### src/inc/link_rate_negotiation_pkg.sv
// Constants and types shared by the link rate negotiation logic
package link_rate_negotiation_pkg;

   // -----------------------------------------------------------------
   // Message layout
   // -----------------------------------------------------------------
   localparam int MSG_W = 8;
   localparam int RATE_W = 2;
   localparam logic [1:0] TYPE_CAP = 2'h0;
   localparam logic [1:0] TYPE_READY = 2'h1;
   localparam logic [1:0] RATE_5G = 2'h0;
   localparam logic [1:0] RATE_10G = 2'h1;
   localparam logic [3:0] MSG_RSVD = 4'h0;

   // -----------------------------------------------------------------
   // Handshake counts and timing
   // -----------------------------------------------------------------
   localparam logic [1:0] RX_NEEDED = 2'h2;
   localparam logic [2:0] TX_NEEDED = 3'h4;
   localparam logic [1:0] POLL_CNT_LIMIT = 2'h2;
   localparam int CLK_HZ = 20000000;
   localparam int TIMEOUT_MS = 12;
   localparam int TIMEOUT_CYCLES = (CLK_HZ / 1000) * TIMEOUT_MS;
   localparam int TIMER_W = 18;

   // -----------------------------------------------------------------
   // Register map
   // -----------------------------------------------------------------
   localparam logic [7:0] CTRL_ADDR = 8'h00;
   localparam logic [7:0] STATUS_ADDR = 8'h04;
   localparam logic [7:0] MSG_ADDR = 8'h08;
   localparam logic [7:0] PHY_ADDR = 8'h0c;
   localparam int CTRL_ROLE_LSB = 0;
   localparam int CTRL_MAX_LSB = 2;
   localparam int CTRL_POLL_LSB = 4;
   localparam int CTRL_EARLY_BIT = 6;
   localparam int CTRL_DISABLE_BIT = 8;
   localparam int CTRL_WARM_BIT = 9;
   localparam logic [1:0] ROLE_RESET = 2'h0;
   localparam logic [1:0] MAX_RESET = 2'h1;
   localparam logic [1:0] PHY_RATE_RESET = 2'h1;

   // -----------------------------------------------------------------
   // Types
   // -----------------------------------------------------------------
   typedef enum logic [1:0] {ROLE_DOWN, ROLE_HUB_UP, ROLE_PERIPH, ROLE_SPARE} role_t;
   typedef enum logic [2:0] {EXIT_NONE, EXIT_RXEQ, EXIT_RX_DETECT, EXIT_INACTIVE,
                             EXIT_DISABLED} exit_t;
   typedef enum {ST_IDLE, ST_MATCH, ST_RECONF, ST_READY} state_t;

endpackage : link_rate_negotiation_pkg

### src/hdl/link_rate_negotiation.sv
// Rate matching and PHY configuration handshake of a link training port
//
// Added by the designer: the address map and the Wishbone slave port.
`timescale 1ns/10ps
module link_rate_negotiation #(
   parameter int TIMEOUT_CYC = link_rate_negotiation_pkg::TIMEOUT_CYCLES
) (
   // Clock and reset
   input wire logic clk_i,
   input wire logic rst_i,
   // Wishbone slave
   input wire logic wb_cyc_i,
   input wire logic wb_stb_i,
   input wire logic wb_we_i,
   input wire logic [7:0] wb_adr_i,
   input wire logic [3:0] wb_sel_i,
   input wire logic [31:0] wb_dat_i,
   output logic [31:0] wb_dat_o,
   output logic wb_ack_o,
   // Link state machine
   input wire logic enter_first_i,
   input wire logic enter_retry_i,
   input wire logic warm_reset_det_i,
   output logic exit_valid_o,
   output logic [2:0] exit_code_o,
   output logic busy_o,
   // Message transceiver
   output logic [7:0] tx_msg_o,
   output logic tx_send_o,
   input wire logic tx_done_i,
   input wire logic [7:0] rx_msg_i,
   input wire logic rx_valid_i,
   // PHY control
   output logic phy_reconfig_o,
   output logic [1:0] phy_rate_o,
   input wire logic phy_done_i,
   output logic tx_elec_idle_o,
   output logic rx_term_o,
   output logic tseq_prep_o
);

   // ----------------------------------------------------------------
   // Helpers
   // ----------------------------------------------------------------
   function automatic logic msg_matches(input logic [7:0] msg, input logic [1:0] mtype,
                                        input logic [1:0] rate);
      msg_matches = (msg[1:0] == mtype) && (msg[3:2] == rate);
   endfunction : msg_matches

   function automatic logic [7:0] build_msg(input logic [1:0] mtype, input logic [1:0] rate);
      build_msg = {link_rate_negotiation_pkg::MSG_RSVD, rate, mtype};
   endfunction : build_msg

   // ----------------------------------------------------------------
   // Declarations
   // ----------------------------------------------------------------
   link_rate_negotiation_pkg::state_t state_reg;
   link_rate_negotiation_pkg::state_t state_next;
   logic [1:0] role_reg;
   logic [1:0] max_rate_reg;
   logic [1:0] poll_cnt_reg;
   logic early_ready_reg;
   logic disable_cmd_reg;
   logic warm_cmd_reg;
   logic [1:0] cap_reg;
   logic [1:0] phy_rate_reg;
   logic [1:0] rx_cnt_reg;
   logic [2:0] tx_cnt_reg;
   logic [link_rate_negotiation_pkg::TIMER_W-1:0] timer_reg;
   logic timer_run_reg;
   logic [7:0] last_rx_reg;
   logic [2:0] last_exit_reg;
   logic wb_req;
   logic wb_wr;
   logic active;
   logic expired;
   logic kill_disable;
   logic kill_warm;
   logic handshake_done;
   logic [2:0] exit_next;
   logic [1:0] rx_type;
   logic [1:0] rx_rate;
   logic lower_req;

   assign wb_req = wb_cyc_i && wb_stb_i && !wb_ack_o;
   assign wb_wr = wb_req && wb_we_i;
   assign active = (state_reg != link_rate_negotiation_pkg::ST_IDLE);
   assign rx_type = rx_msg_i[1:0];
   assign rx_rate = rx_msg_i[3:2];
   // Partner asks for a lower rate; only capability or ready types count
   assign lower_req = (state_reg == link_rate_negotiation_pkg::ST_MATCH) && rx_valid_i &&
                      (rx_type == link_rate_negotiation_pkg::TYPE_CAP ||
                       rx_type == link_rate_negotiation_pkg::TYPE_READY) &&
                      (rx_rate < cap_reg);
   assign expired = timer_run_reg &&
                    (timer_reg >= link_rate_negotiation_pkg::TIMER_W'(TIMEOUT_CYC - 1));
   assign kill_disable = disable_cmd_reg &&
                         (role_reg == link_rate_negotiation_pkg::ROLE_DOWN);
   assign kill_warm = (warm_cmd_reg && (role_reg == link_rate_negotiation_pkg::ROLE_DOWN)) ||
                      (warm_reset_det_i &&
                       (role_reg != link_rate_negotiation_pkg::ROLE_DOWN));
   assign handshake_done = tx_done_i && (rx_cnt_reg == link_rate_negotiation_pkg::RX_NEEDED) &&
                           (tx_cnt_reg == link_rate_negotiation_pkg::TX_NEEDED - 3'h1);

   // ----------------------------------------------------------------
   // Wishbone slave
   // ----------------------------------------------------------------
   always_ff @(posedge clk_i)
   begin
      if (rst_i)
         wb_ack_o <= 1'b0;
      else
         wb_ack_o <= wb_req;
   end

   always_ff @(posedge clk_i)
   begin
      if (rst_i)
         wb_dat_o <= 32'h0;
      else if (wb_req && !wb_we_i)
      begin
         unique case (wb_adr_i)
            link_rate_negotiation_pkg::CTRL_ADDR:
               wb_dat_o <= {25'h0, early_ready_reg, poll_cnt_reg, max_rate_reg, role_reg};
            link_rate_negotiation_pkg::STATUS_ADDR:
               wb_dat_o <= {16'h0, 1'b0, last_exit_reg, 1'b0, tx_cnt_reg, 2'h0, rx_cnt_reg,
                            cap_reg, 2'(state_reg)};
            link_rate_negotiation_pkg::MSG_ADDR:
               wb_dat_o <= {16'h0, tx_msg_o, last_rx_reg};
            link_rate_negotiation_pkg::PHY_ADDR:
               wb_dat_o <= {30'h0, phy_rate_reg};
            default:
               wb_dat_o <= 32'h0;
         endcase
      end
   end

   // Control fields steer role, supported rate and optional early ready
   always_ff @(posedge clk_i)
   begin
      if (rst_i)
      begin
         role_reg <= link_rate_negotiation_pkg::ROLE_RESET;
         max_rate_reg <= link_rate_negotiation_pkg::MAX_RESET;
         poll_cnt_reg <= 2'h0;
         early_ready_reg <= 1'b0;
      end
      else if (wb_wr && wb_adr_i == link_rate_negotiation_pkg::CTRL_ADDR && wb_sel_i[0])
      begin
         role_reg <= wb_dat_i[link_rate_negotiation_pkg::CTRL_ROLE_LSB +: 2];
         max_rate_reg <= wb_dat_i[link_rate_negotiation_pkg::CTRL_MAX_LSB +: 2];
         poll_cnt_reg <= wb_dat_i[link_rate_negotiation_pkg::CTRL_POLL_LSB +: 2];
         early_ready_reg <= wb_dat_i[link_rate_negotiation_pkg::CTRL_EARLY_BIT];
      end
   end

   // Directed disable and warm reset are one-cycle commands
   always_ff @(posedge clk_i)
   begin
      if (rst_i)
      begin
         disable_cmd_reg <= 1'b0;
         warm_cmd_reg <= 1'b0;
      end
      else
      begin
         disable_cmd_reg <= wb_wr && wb_adr_i == link_rate_negotiation_pkg::CTRL_ADDR &&
                            wb_sel_i[1] && wb_dat_i[link_rate_negotiation_pkg::CTRL_DISABLE_BIT];
         warm_cmd_reg <= wb_wr && wb_adr_i == link_rate_negotiation_pkg::CTRL_ADDR &&
                         wb_sel_i[1] && wb_dat_i[link_rate_negotiation_pkg::CTRL_WARM_BIT];
      end
   end

   // Current PHY rate; the hardware updates it when reconfiguration ends
   always_ff @(posedge clk_i)
   begin
      if (rst_i)
         phy_rate_reg <= link_rate_negotiation_pkg::PHY_RATE_RESET;
      else if (state_reg == link_rate_negotiation_pkg::ST_RECONF && phy_done_i)
         phy_rate_reg <= cap_reg;
      else if (wb_wr && wb_adr_i == link_rate_negotiation_pkg::PHY_ADDR && wb_sel_i[0] && !active)
         phy_rate_reg <= wb_dat_i[1:0];
   end

   // ----------------------------------------------------------------
   // Exit selection
   // ----------------------------------------------------------------
   always_comb
   begin
      exit_next = link_rate_negotiation_pkg::EXIT_NONE;
      if (kill_disable)
         exit_next = link_rate_negotiation_pkg::EXIT_DISABLED;
      else if (kill_warm)
         exit_next = link_rate_negotiation_pkg::EXIT_RX_DETECT;
      else if (expired)
      begin
         unique case (role_reg)
            link_rate_negotiation_pkg::ROLE_DOWN:
               exit_next = (poll_cnt_reg < link_rate_negotiation_pkg::POLL_CNT_LIMIT) ?
                           link_rate_negotiation_pkg::EXIT_RX_DETECT :
                           link_rate_negotiation_pkg::EXIT_INACTIVE;
            link_rate_negotiation_pkg::ROLE_HUB_UP:
               exit_next = link_rate_negotiation_pkg::EXIT_RX_DETECT;
            default:
               exit_next = link_rate_negotiation_pkg::EXIT_DISABLED;
         endcase
      end
      else if (state_reg == link_rate_negotiation_pkg::ST_READY && handshake_done)
         exit_next = link_rate_negotiation_pkg::EXIT_RXEQ;
   end

   // ----------------------------------------------------------------
   // State machine
   // ----------------------------------------------------------------
   always_comb
   begin
      state_next = state_reg;
      unique case (state_reg)
         link_rate_negotiation_pkg::ST_IDLE:
            if (enter_first_i || enter_retry_i)
               state_next = link_rate_negotiation_pkg::ST_MATCH;
         link_rate_negotiation_pkg::ST_MATCH:
            if (handshake_done && !lower_req)
            begin
               if (cap_reg == phy_rate_reg && early_ready_reg)
                  state_next = link_rate_negotiation_pkg::ST_READY;
               else
                  state_next = link_rate_negotiation_pkg::ST_RECONF;
            end
         link_rate_negotiation_pkg::ST_RECONF:
            if (phy_done_i)
               state_next = link_rate_negotiation_pkg::ST_READY;
         link_rate_negotiation_pkg::ST_READY:
            state_next = state_reg;
      endcase
      if (active && exit_next != link_rate_negotiation_pkg::EXIT_NONE)
         state_next = link_rate_negotiation_pkg::ST_IDLE;
   end

   always_ff @(posedge clk_i)
   begin
      if (rst_i)
         state_reg <= link_rate_negotiation_pkg::ST_IDLE;
      else
         state_reg <= state_next;
   end

   // ----------------------------------------------------------------
   // Timeout timer
   // ----------------------------------------------------------------
   always_ff @(posedge clk_i)
   begin
      if (rst_i)
      begin
         timer_reg <= '0;
         timer_run_reg <= 1'b0;
      end
      else if (state_reg == link_rate_negotiation_pkg::ST_IDLE &&
               state_next == link_rate_negotiation_pkg::ST_MATCH)
      begin
         timer_reg <= '0;
         timer_run_reg <= 1'b1;
      end
      else if (state_next == link_rate_negotiation_pkg::ST_IDLE)
      begin
         timer_reg <= '0;
         timer_run_reg <= 1'b0;
      end
      else if (timer_run_reg)
         timer_reg <= timer_reg + 1'b1;
   end

   // ----------------------------------------------------------------
   // Announced capability
   // ----------------------------------------------------------------
   always_ff @(posedge clk_i)
   begin
      if (rst_i)
         cap_reg <= link_rate_negotiation_pkg::MAX_RESET;
      else if (state_reg == link_rate_negotiation_pkg::ST_IDLE)
      begin
         if (enter_first_i)
            cap_reg <= max_rate_reg;
         else if (enter_retry_i && cap_reg != link_rate_negotiation_pkg::RATE_5G)
            cap_reg <= cap_reg - 2'h1;
      end
      else if (lower_req)
         cap_reg <= rx_rate;
   end

   // ----------------------------------------------------------------
   // Consecutive receive and send counters
   // ----------------------------------------------------------------
   always_ff @(posedge clk_i)
   begin
      if (rst_i)
         rx_cnt_reg <= 2'h0;
      else if (state_next != state_reg)
         rx_cnt_reg <= 2'h0;
      else if (rx_valid_i && state_reg == link_rate_negotiation_pkg::ST_MATCH)
      begin
         if (msg_matches(rx_msg_i, link_rate_negotiation_pkg::TYPE_CAP, cap_reg) ||
             msg_matches(rx_msg_i, link_rate_negotiation_pkg::TYPE_READY, cap_reg))
         begin
            if (rx_cnt_reg != link_rate_negotiation_pkg::RX_NEEDED)
               rx_cnt_reg <= rx_cnt_reg + 2'h1;
         end
         else
            rx_cnt_reg <= 2'h0;
      end
      else if (rx_valid_i && state_reg == link_rate_negotiation_pkg::ST_READY)
      begin
         if (msg_matches(rx_msg_i, link_rate_negotiation_pkg::TYPE_READY,
                         link_rate_negotiation_pkg::RATE_5G))
         begin
            if (rx_cnt_reg != link_rate_negotiation_pkg::RX_NEEDED)
               rx_cnt_reg <= rx_cnt_reg + 2'h1;
         end
         else
            rx_cnt_reg <= 2'h0;
      end
   end

   // Sends count only once two matched messages have arrived
   always_ff @(posedge clk_i)
   begin
      if (rst_i)
         tx_cnt_reg <= 3'h0;
      else if (state_next != state_reg)
         tx_cnt_reg <= 3'h0;
      else if (lower_req)
         tx_cnt_reg <= 3'h0;
      else if (tx_done_i && tx_send_o &&
               rx_cnt_reg == link_rate_negotiation_pkg::RX_NEEDED)
         tx_cnt_reg <= tx_cnt_reg + 3'h1;
   end

   always_ff @(posedge clk_i)
   begin
      if (rst_i)
         last_rx_reg <= 8'h0;
      else if (rx_valid_i)
         last_rx_reg <= rx_msg_i;
   end

   // ----------------------------------------------------------------
   // Exit report
   // ----------------------------------------------------------------
   always_ff @(posedge clk_i)
   begin
      if (rst_i)
      begin
         exit_valid_o <= 1'b0;
         exit_code_o <= link_rate_negotiation_pkg::EXIT_NONE;
         last_exit_reg <= link_rate_negotiation_pkg::EXIT_NONE;
      end
      else
      begin
         exit_valid_o <= active && exit_next != link_rate_negotiation_pkg::EXIT_NONE;
         if (active && exit_next != link_rate_negotiation_pkg::EXIT_NONE)
         begin
            exit_code_o <= exit_next;
            last_exit_reg <= exit_next;
         end
      end
   end

   // ----------------------------------------------------------------
   // Transmit and PHY outputs
   // ----------------------------------------------------------------
   always_ff @(posedge clk_i)
   begin
      if (rst_i)
      begin
         tx_msg_o <= 8'h0;
         tx_send_o <= 1'b0;
      end
      else
      begin
         unique case (state_next)
            link_rate_negotiation_pkg::ST_MATCH:
            begin
               tx_msg_o <= build_msg(link_rate_negotiation_pkg::TYPE_CAP,
                                     lower_req ? rx_rate :
                                     (state_reg == link_rate_negotiation_pkg::ST_MATCH ?
                                      cap_reg :
                                      (enter_first_i ? max_rate_reg :
                                       (cap_reg != link_rate_negotiation_pkg::RATE_5G ?
                                        cap_reg - 2'h1 : cap_reg))));
               tx_send_o <= 1'b1;
            end
            link_rate_negotiation_pkg::ST_READY:
            begin
               tx_msg_o <= build_msg(link_rate_negotiation_pkg::TYPE_READY,
                                     link_rate_negotiation_pkg::RATE_5G);
               tx_send_o <= 1'b1;
            end
            default:
            begin
               tx_msg_o <= tx_msg_o;
               tx_send_o <= 1'b0;
            end
         endcase
      end
   end

   always_ff @(posedge clk_i)
   begin
      if (rst_i)
      begin
         phy_reconfig_o <= 1'b0;
         tx_elec_idle_o <= 1'b1;
         rx_term_o <= 1'b0;
         tseq_prep_o <= 1'b0;
         busy_o <= 1'b0;
      end
      else
      begin
         phy_reconfig_o <= (state_next == link_rate_negotiation_pkg::ST_RECONF);
         tx_elec_idle_o <= (state_next != link_rate_negotiation_pkg::ST_MATCH &&
                            state_next != link_rate_negotiation_pkg::ST_READY);
         rx_term_o <= (state_next != link_rate_negotiation_pkg::ST_IDLE);
         tseq_prep_o <= (state_next == link_rate_negotiation_pkg::ST_RECONF ||
                         state_next == link_rate_negotiation_pkg::ST_READY);
         busy_o <= (state_next != link_rate_negotiation_pkg::ST_IDLE);
      end
   end

   always_ff @(posedge clk_i)
   begin
      if (rst_i)
         phy_rate_o <= link_rate_negotiation_pkg::PHY_RATE_RESET;
      else if (state_next == link_rate_negotiation_pkg::ST_RECONF)
         phy_rate_o <= cap_reg;
      else
         phy_rate_o <= phy_rate_reg;
   end

endmodule : link_rate_negotiation

### config.mk
export PLATFORM = sky130hd
export DESIGN_NAME = link_rate_negotiation
export DESIGN_NICKNAME = d
export VERILOG_FILES = /design/src/inc/link_rate_negotiation_pkg.sv /design/src/hdl/link_rate_negotiation.sv
export SDC_FILE = /design/constraint.sdc
export NUM_CORES = 1
export LEC_CHECK = 0
export BUFFER_PORTS_ARGS = -buffer_cell sky130_fd_sc_hd__buf_2
export CORE_MARGIN = 5
export CORE_UTILIZATION = 51
export DETAILED_ROUTE_END_ITERATION = 10
export GPL_ROUTABILITY_DRIVEN = 0
export HOLD_SLACK_MARGIN = 0.02
export PLACE_DENSITY = 0.76
export SETUP_SLACK_MARGIN = 0.05
export SKIP_LAST_GASP = 1
export SLEW_MARGIN = 20
export SYNTH_ARGS = -nofsm -noshare
export SYNTH_HDL_FRONTEND = slang
export SYNTH_SLANG_ARGS = --single-unit
### constraint.sdc
create_clock -name clk_i -period 2.8 [get_ports clk_i]
set_input_delay 0.42 -clock clk_i [delete_from_list [all_inputs] [get_ports clk_i]]
set_output_delay 0.42 -clock clk_i [all_outputs]
set_load 0.05 [all_outputs]
==> out/summary.txt <==
post-DP HPWL: 8560 um
min Tclk post-route: 2.61 ns
Skew-Pair Late Insertion Delay: 0.37 ns
most frequent cell after synthesis: dfxtp_1
Hold/Removal Path Class: in -> reg
Final Hold Viols: 0
CTS sink count: 107
fraction of registers with async set/reset: 0%
Total GRT Usage: 19.7%
WP data arrival: 2.93 ns
initial antenna violation count: 0
max cap viols: 0
Clock Skew: 0.0143 ns
Leak: 2.32 nW
wire per inst: 15.5 um
WL final: 11400 um
Tcrit/Tclk final: 93.2%
Max Transition Viols Final: 0
Crit. End Element: flip-flop
crit-path cells: or4b_4 > nor4_4 > o221ai_4 > a31o_1 > a31oi_1 > and4_1 > and3_1
Antenna Diode Count: 0
Syn-to-layout area delta: 12.5%
Synth Cell Area: 0.00497 mm^2
worst r2r src: timer_reg[8]$_SDFFE_PP0P_
CTS buffer count: 9
WS Path Type: reg -> reg
total number of vias: 4019
Initial Utilization: 51.6%
drt via density: 5.48
crit path max fanout: 9
hold_sp: wb_dat_i[9]
CORE AREA: 0.00964 mm^2
DRC: 0
pin count of the biggest net entering global routing: 27
number of routed nets with antenna violations: 0
crit start category: flip-flop
Crit-path slowest cell: or4b_4
die width: 109 um
Min-Delay Path Depth: 2
Slew headroom: 45.0%
Cell variety after synth: 67
Max IR drop VDD: 0.000390 V
total gr overflow: 0
layout cell share with drive strength beyond 1: 22.8%
die height: 109 um
R2R setup slack: 0.19 ns
predominant post-synthesis flop cell: dfxtp_1
most instantiated cells after synthesis: 107 x dfxtp_1, 57 x nor2_1, 41 x nand2_1, 37 x and2_1, 29 x mux2i_1
max reg flops: 32
synth top area cells: dfxtp_1 43%, mux2i_1 5.8%, and2_1 4.7%
DIE AREA: 0.0118 mm^2
post-synth top area cell: dfxtp_1
vias in the first global route: 3867
Seq/Total Area, Yosys: 43.1%
register bit total from synthesis: 107
Hold EP: warm_cmd_reg$_SDFF_PP0_
Layout Nets: 669
top cell type's share of synthesized area: 43.1%
status: complete, no violations
DP Area: 0.00538 mm^2
Yosys warning count: 0
final setup fails: 0
power per cell area: 493 mW/mm^2
worst reg2reg path depth: 7
Final Core Density: 58.0%
CTS Root Cell: clkbuf_8
Mapped Cells: 530
H-tree lvl count: 3
Max Fclk: 383 MHz
Initial DRC Count: 278
first-pass GRT wire length: 18500 um
PortBufs: 68
critical path's largest stage delay: 0.51 ns
Slew @ Worst Pin: 0.825 ns
Initial DRT Pass Iterations: 5
TNS Setup: 0 ns
final instance area: 0.00560 mm^2
total chip power: 2.76 mW
Clock transition at path regs: 0.11 ns
worst path bufs/invs: 0
crit-path leading delay family: simple AND/OR/NAND/NOR gates
worst path required time: 3.12 ns
Row Count: 36
Top Ports: 116
worst flop-to-flop path endpoint: tx_cnt_reg[1]$_SDFFE_PP0P_
number of enable flip-flop cells after synthesis: 0
RSZ-0062 raised after global routing: no
clock buffer depth: 2
Avg Inst Size Synth: 9.39 um^2
CTS tree: done
## how the worst max path moves through the flow
stage,end,slack [ns],depth (start not counted),startpoint
2_1_floorplan,timer_reg[2]$_SDFFE_PP0P_,0.48,10,state_reg[21]$_SDFF_PP0_
3_3_place_gp,state_reg[11]$_SDFF_PP0_,0.12,9,tx_cnt_reg[0]$_SDFFE_PP0P_
3_5_place_dp,rx_cnt_reg[0]$_SDFFE_PP0P_,0.24,7,state_reg[30]$_SDFF_PP0_
4_1_cts,rx_cnt_reg[0]$_SDFFE_PP0P_,0.22,7,state_reg[30]$_SDFF_PP0_
5_1_grt,timer_reg[10]$_SDFFE_PP0P_,0.06,9,state_reg[26]$_SDFF_PP0_
6_report,tx_cnt_reg[1]$_SDFFE_PP0P_,0.19,7,timer_reg[8]$_SDFFE_PP0P_
## logic make-up after synthesis
kind of cell	Yosys count	synth area share [%]
AOI/OAI and AO/OA	72	11.0
xor gates and xnor gates	20	3.52
adders and majority gates	10	2.52
buffers and inverters	61	6.94
DFF	107	43.1
muxes	34	7.42
other	1	0.0754
and+or+nand+nor	225	25.5
## power breakdown
group,internal (mW),leakage (nW),total [mW],switching [mW]
sequential,1.54,0.866,1.56,0.0161
combinational,0.0913,1.37,0.313,0.221
clock,0.339,0.0919,0.888,0.549
total,1.97,2.32,2.76,0.786
## placed cells by master, fill, tap and decap left out, types with 10 or more instances in the layout
| master | synthesis | final |
|---|---|---|
| buf_2 | 2 | 68 |
| and2_1 | 37 | 37 |
| dfxtp_1 | 107 | 107 |
| nand3_1 | 14 | 14 |
| conb_1 | 1 | 22 |
| inv_1 | 12 | 12 |
| mux2i_1 | 29 | 29 |
| nor3_2 | 11 | 11 |
| o21ai_0 | 11 | 11 |
| nor2_1 | 57 | 57 |
| nand2_1 | 41 | 41 |
| a22oi_1 | 11 | 11 |
| nor3_1 | 15 | 15 |
| nand4_1 | 10 | 10 |
| xnor2_1 | 11 | 11 |
| ha_1 | 10 | 10 |
| buf_4 | 24 | 14 |
| a21oi_1 | 13 | 12 |
## repair_timing
item,4_1_cts,5_1_grt
hold buffers,0,0
setup endpoints to repair,0,33
resized for setup,0,3
setup buffers,0,1
## metrics by stage
step           hold slack [ns]  instances  setup WS [ns]
4_1_cts                  0.239        733          0.216
6_report                 0.250        734          0.191
5_1_grt                  0.238        734         0.0649
3_3_place_gp             0.438        717          0.117
3_5_place_dp             0.446        717          0.243
2_1_floorplan            0.430        551          0.478
## worst register-to-register path, cell delays in order, from the launching register on
cell and delay [ns]:
dfxtp_1 0.48, or4b_4 0.51, nor4_4 0.29, o221ai_4 0.22, a31o_1 0.24, a31oi_1 0.22, and4_1 0.40, and3_1 0.20
## area by class of cell
| type | instances | area [um^2] |
|---|---|---|
| fill | 828 | 4040 |
| multi-input combinational | 383 | 2590 |
| sequential | 107 | 2140 |
| timing repair buffer | 83 | 465 |
| tap | 133 | 166 |
| clock buffer | 9 | 124 |
| clock inverter | 7 | 62.6 |
| inverter | 12 | 45.0 |
## layer usage
metal	vias to the layer above	GRT usage, %	part of all wire [%]
li1	1947	-	-
met1	1903	25.3	44
met4	0	6.94	2.5
met3	31	4.97	6.9
met5	-	0	0
met2	138	32.3	47
(Power assumes the default switching activity.)
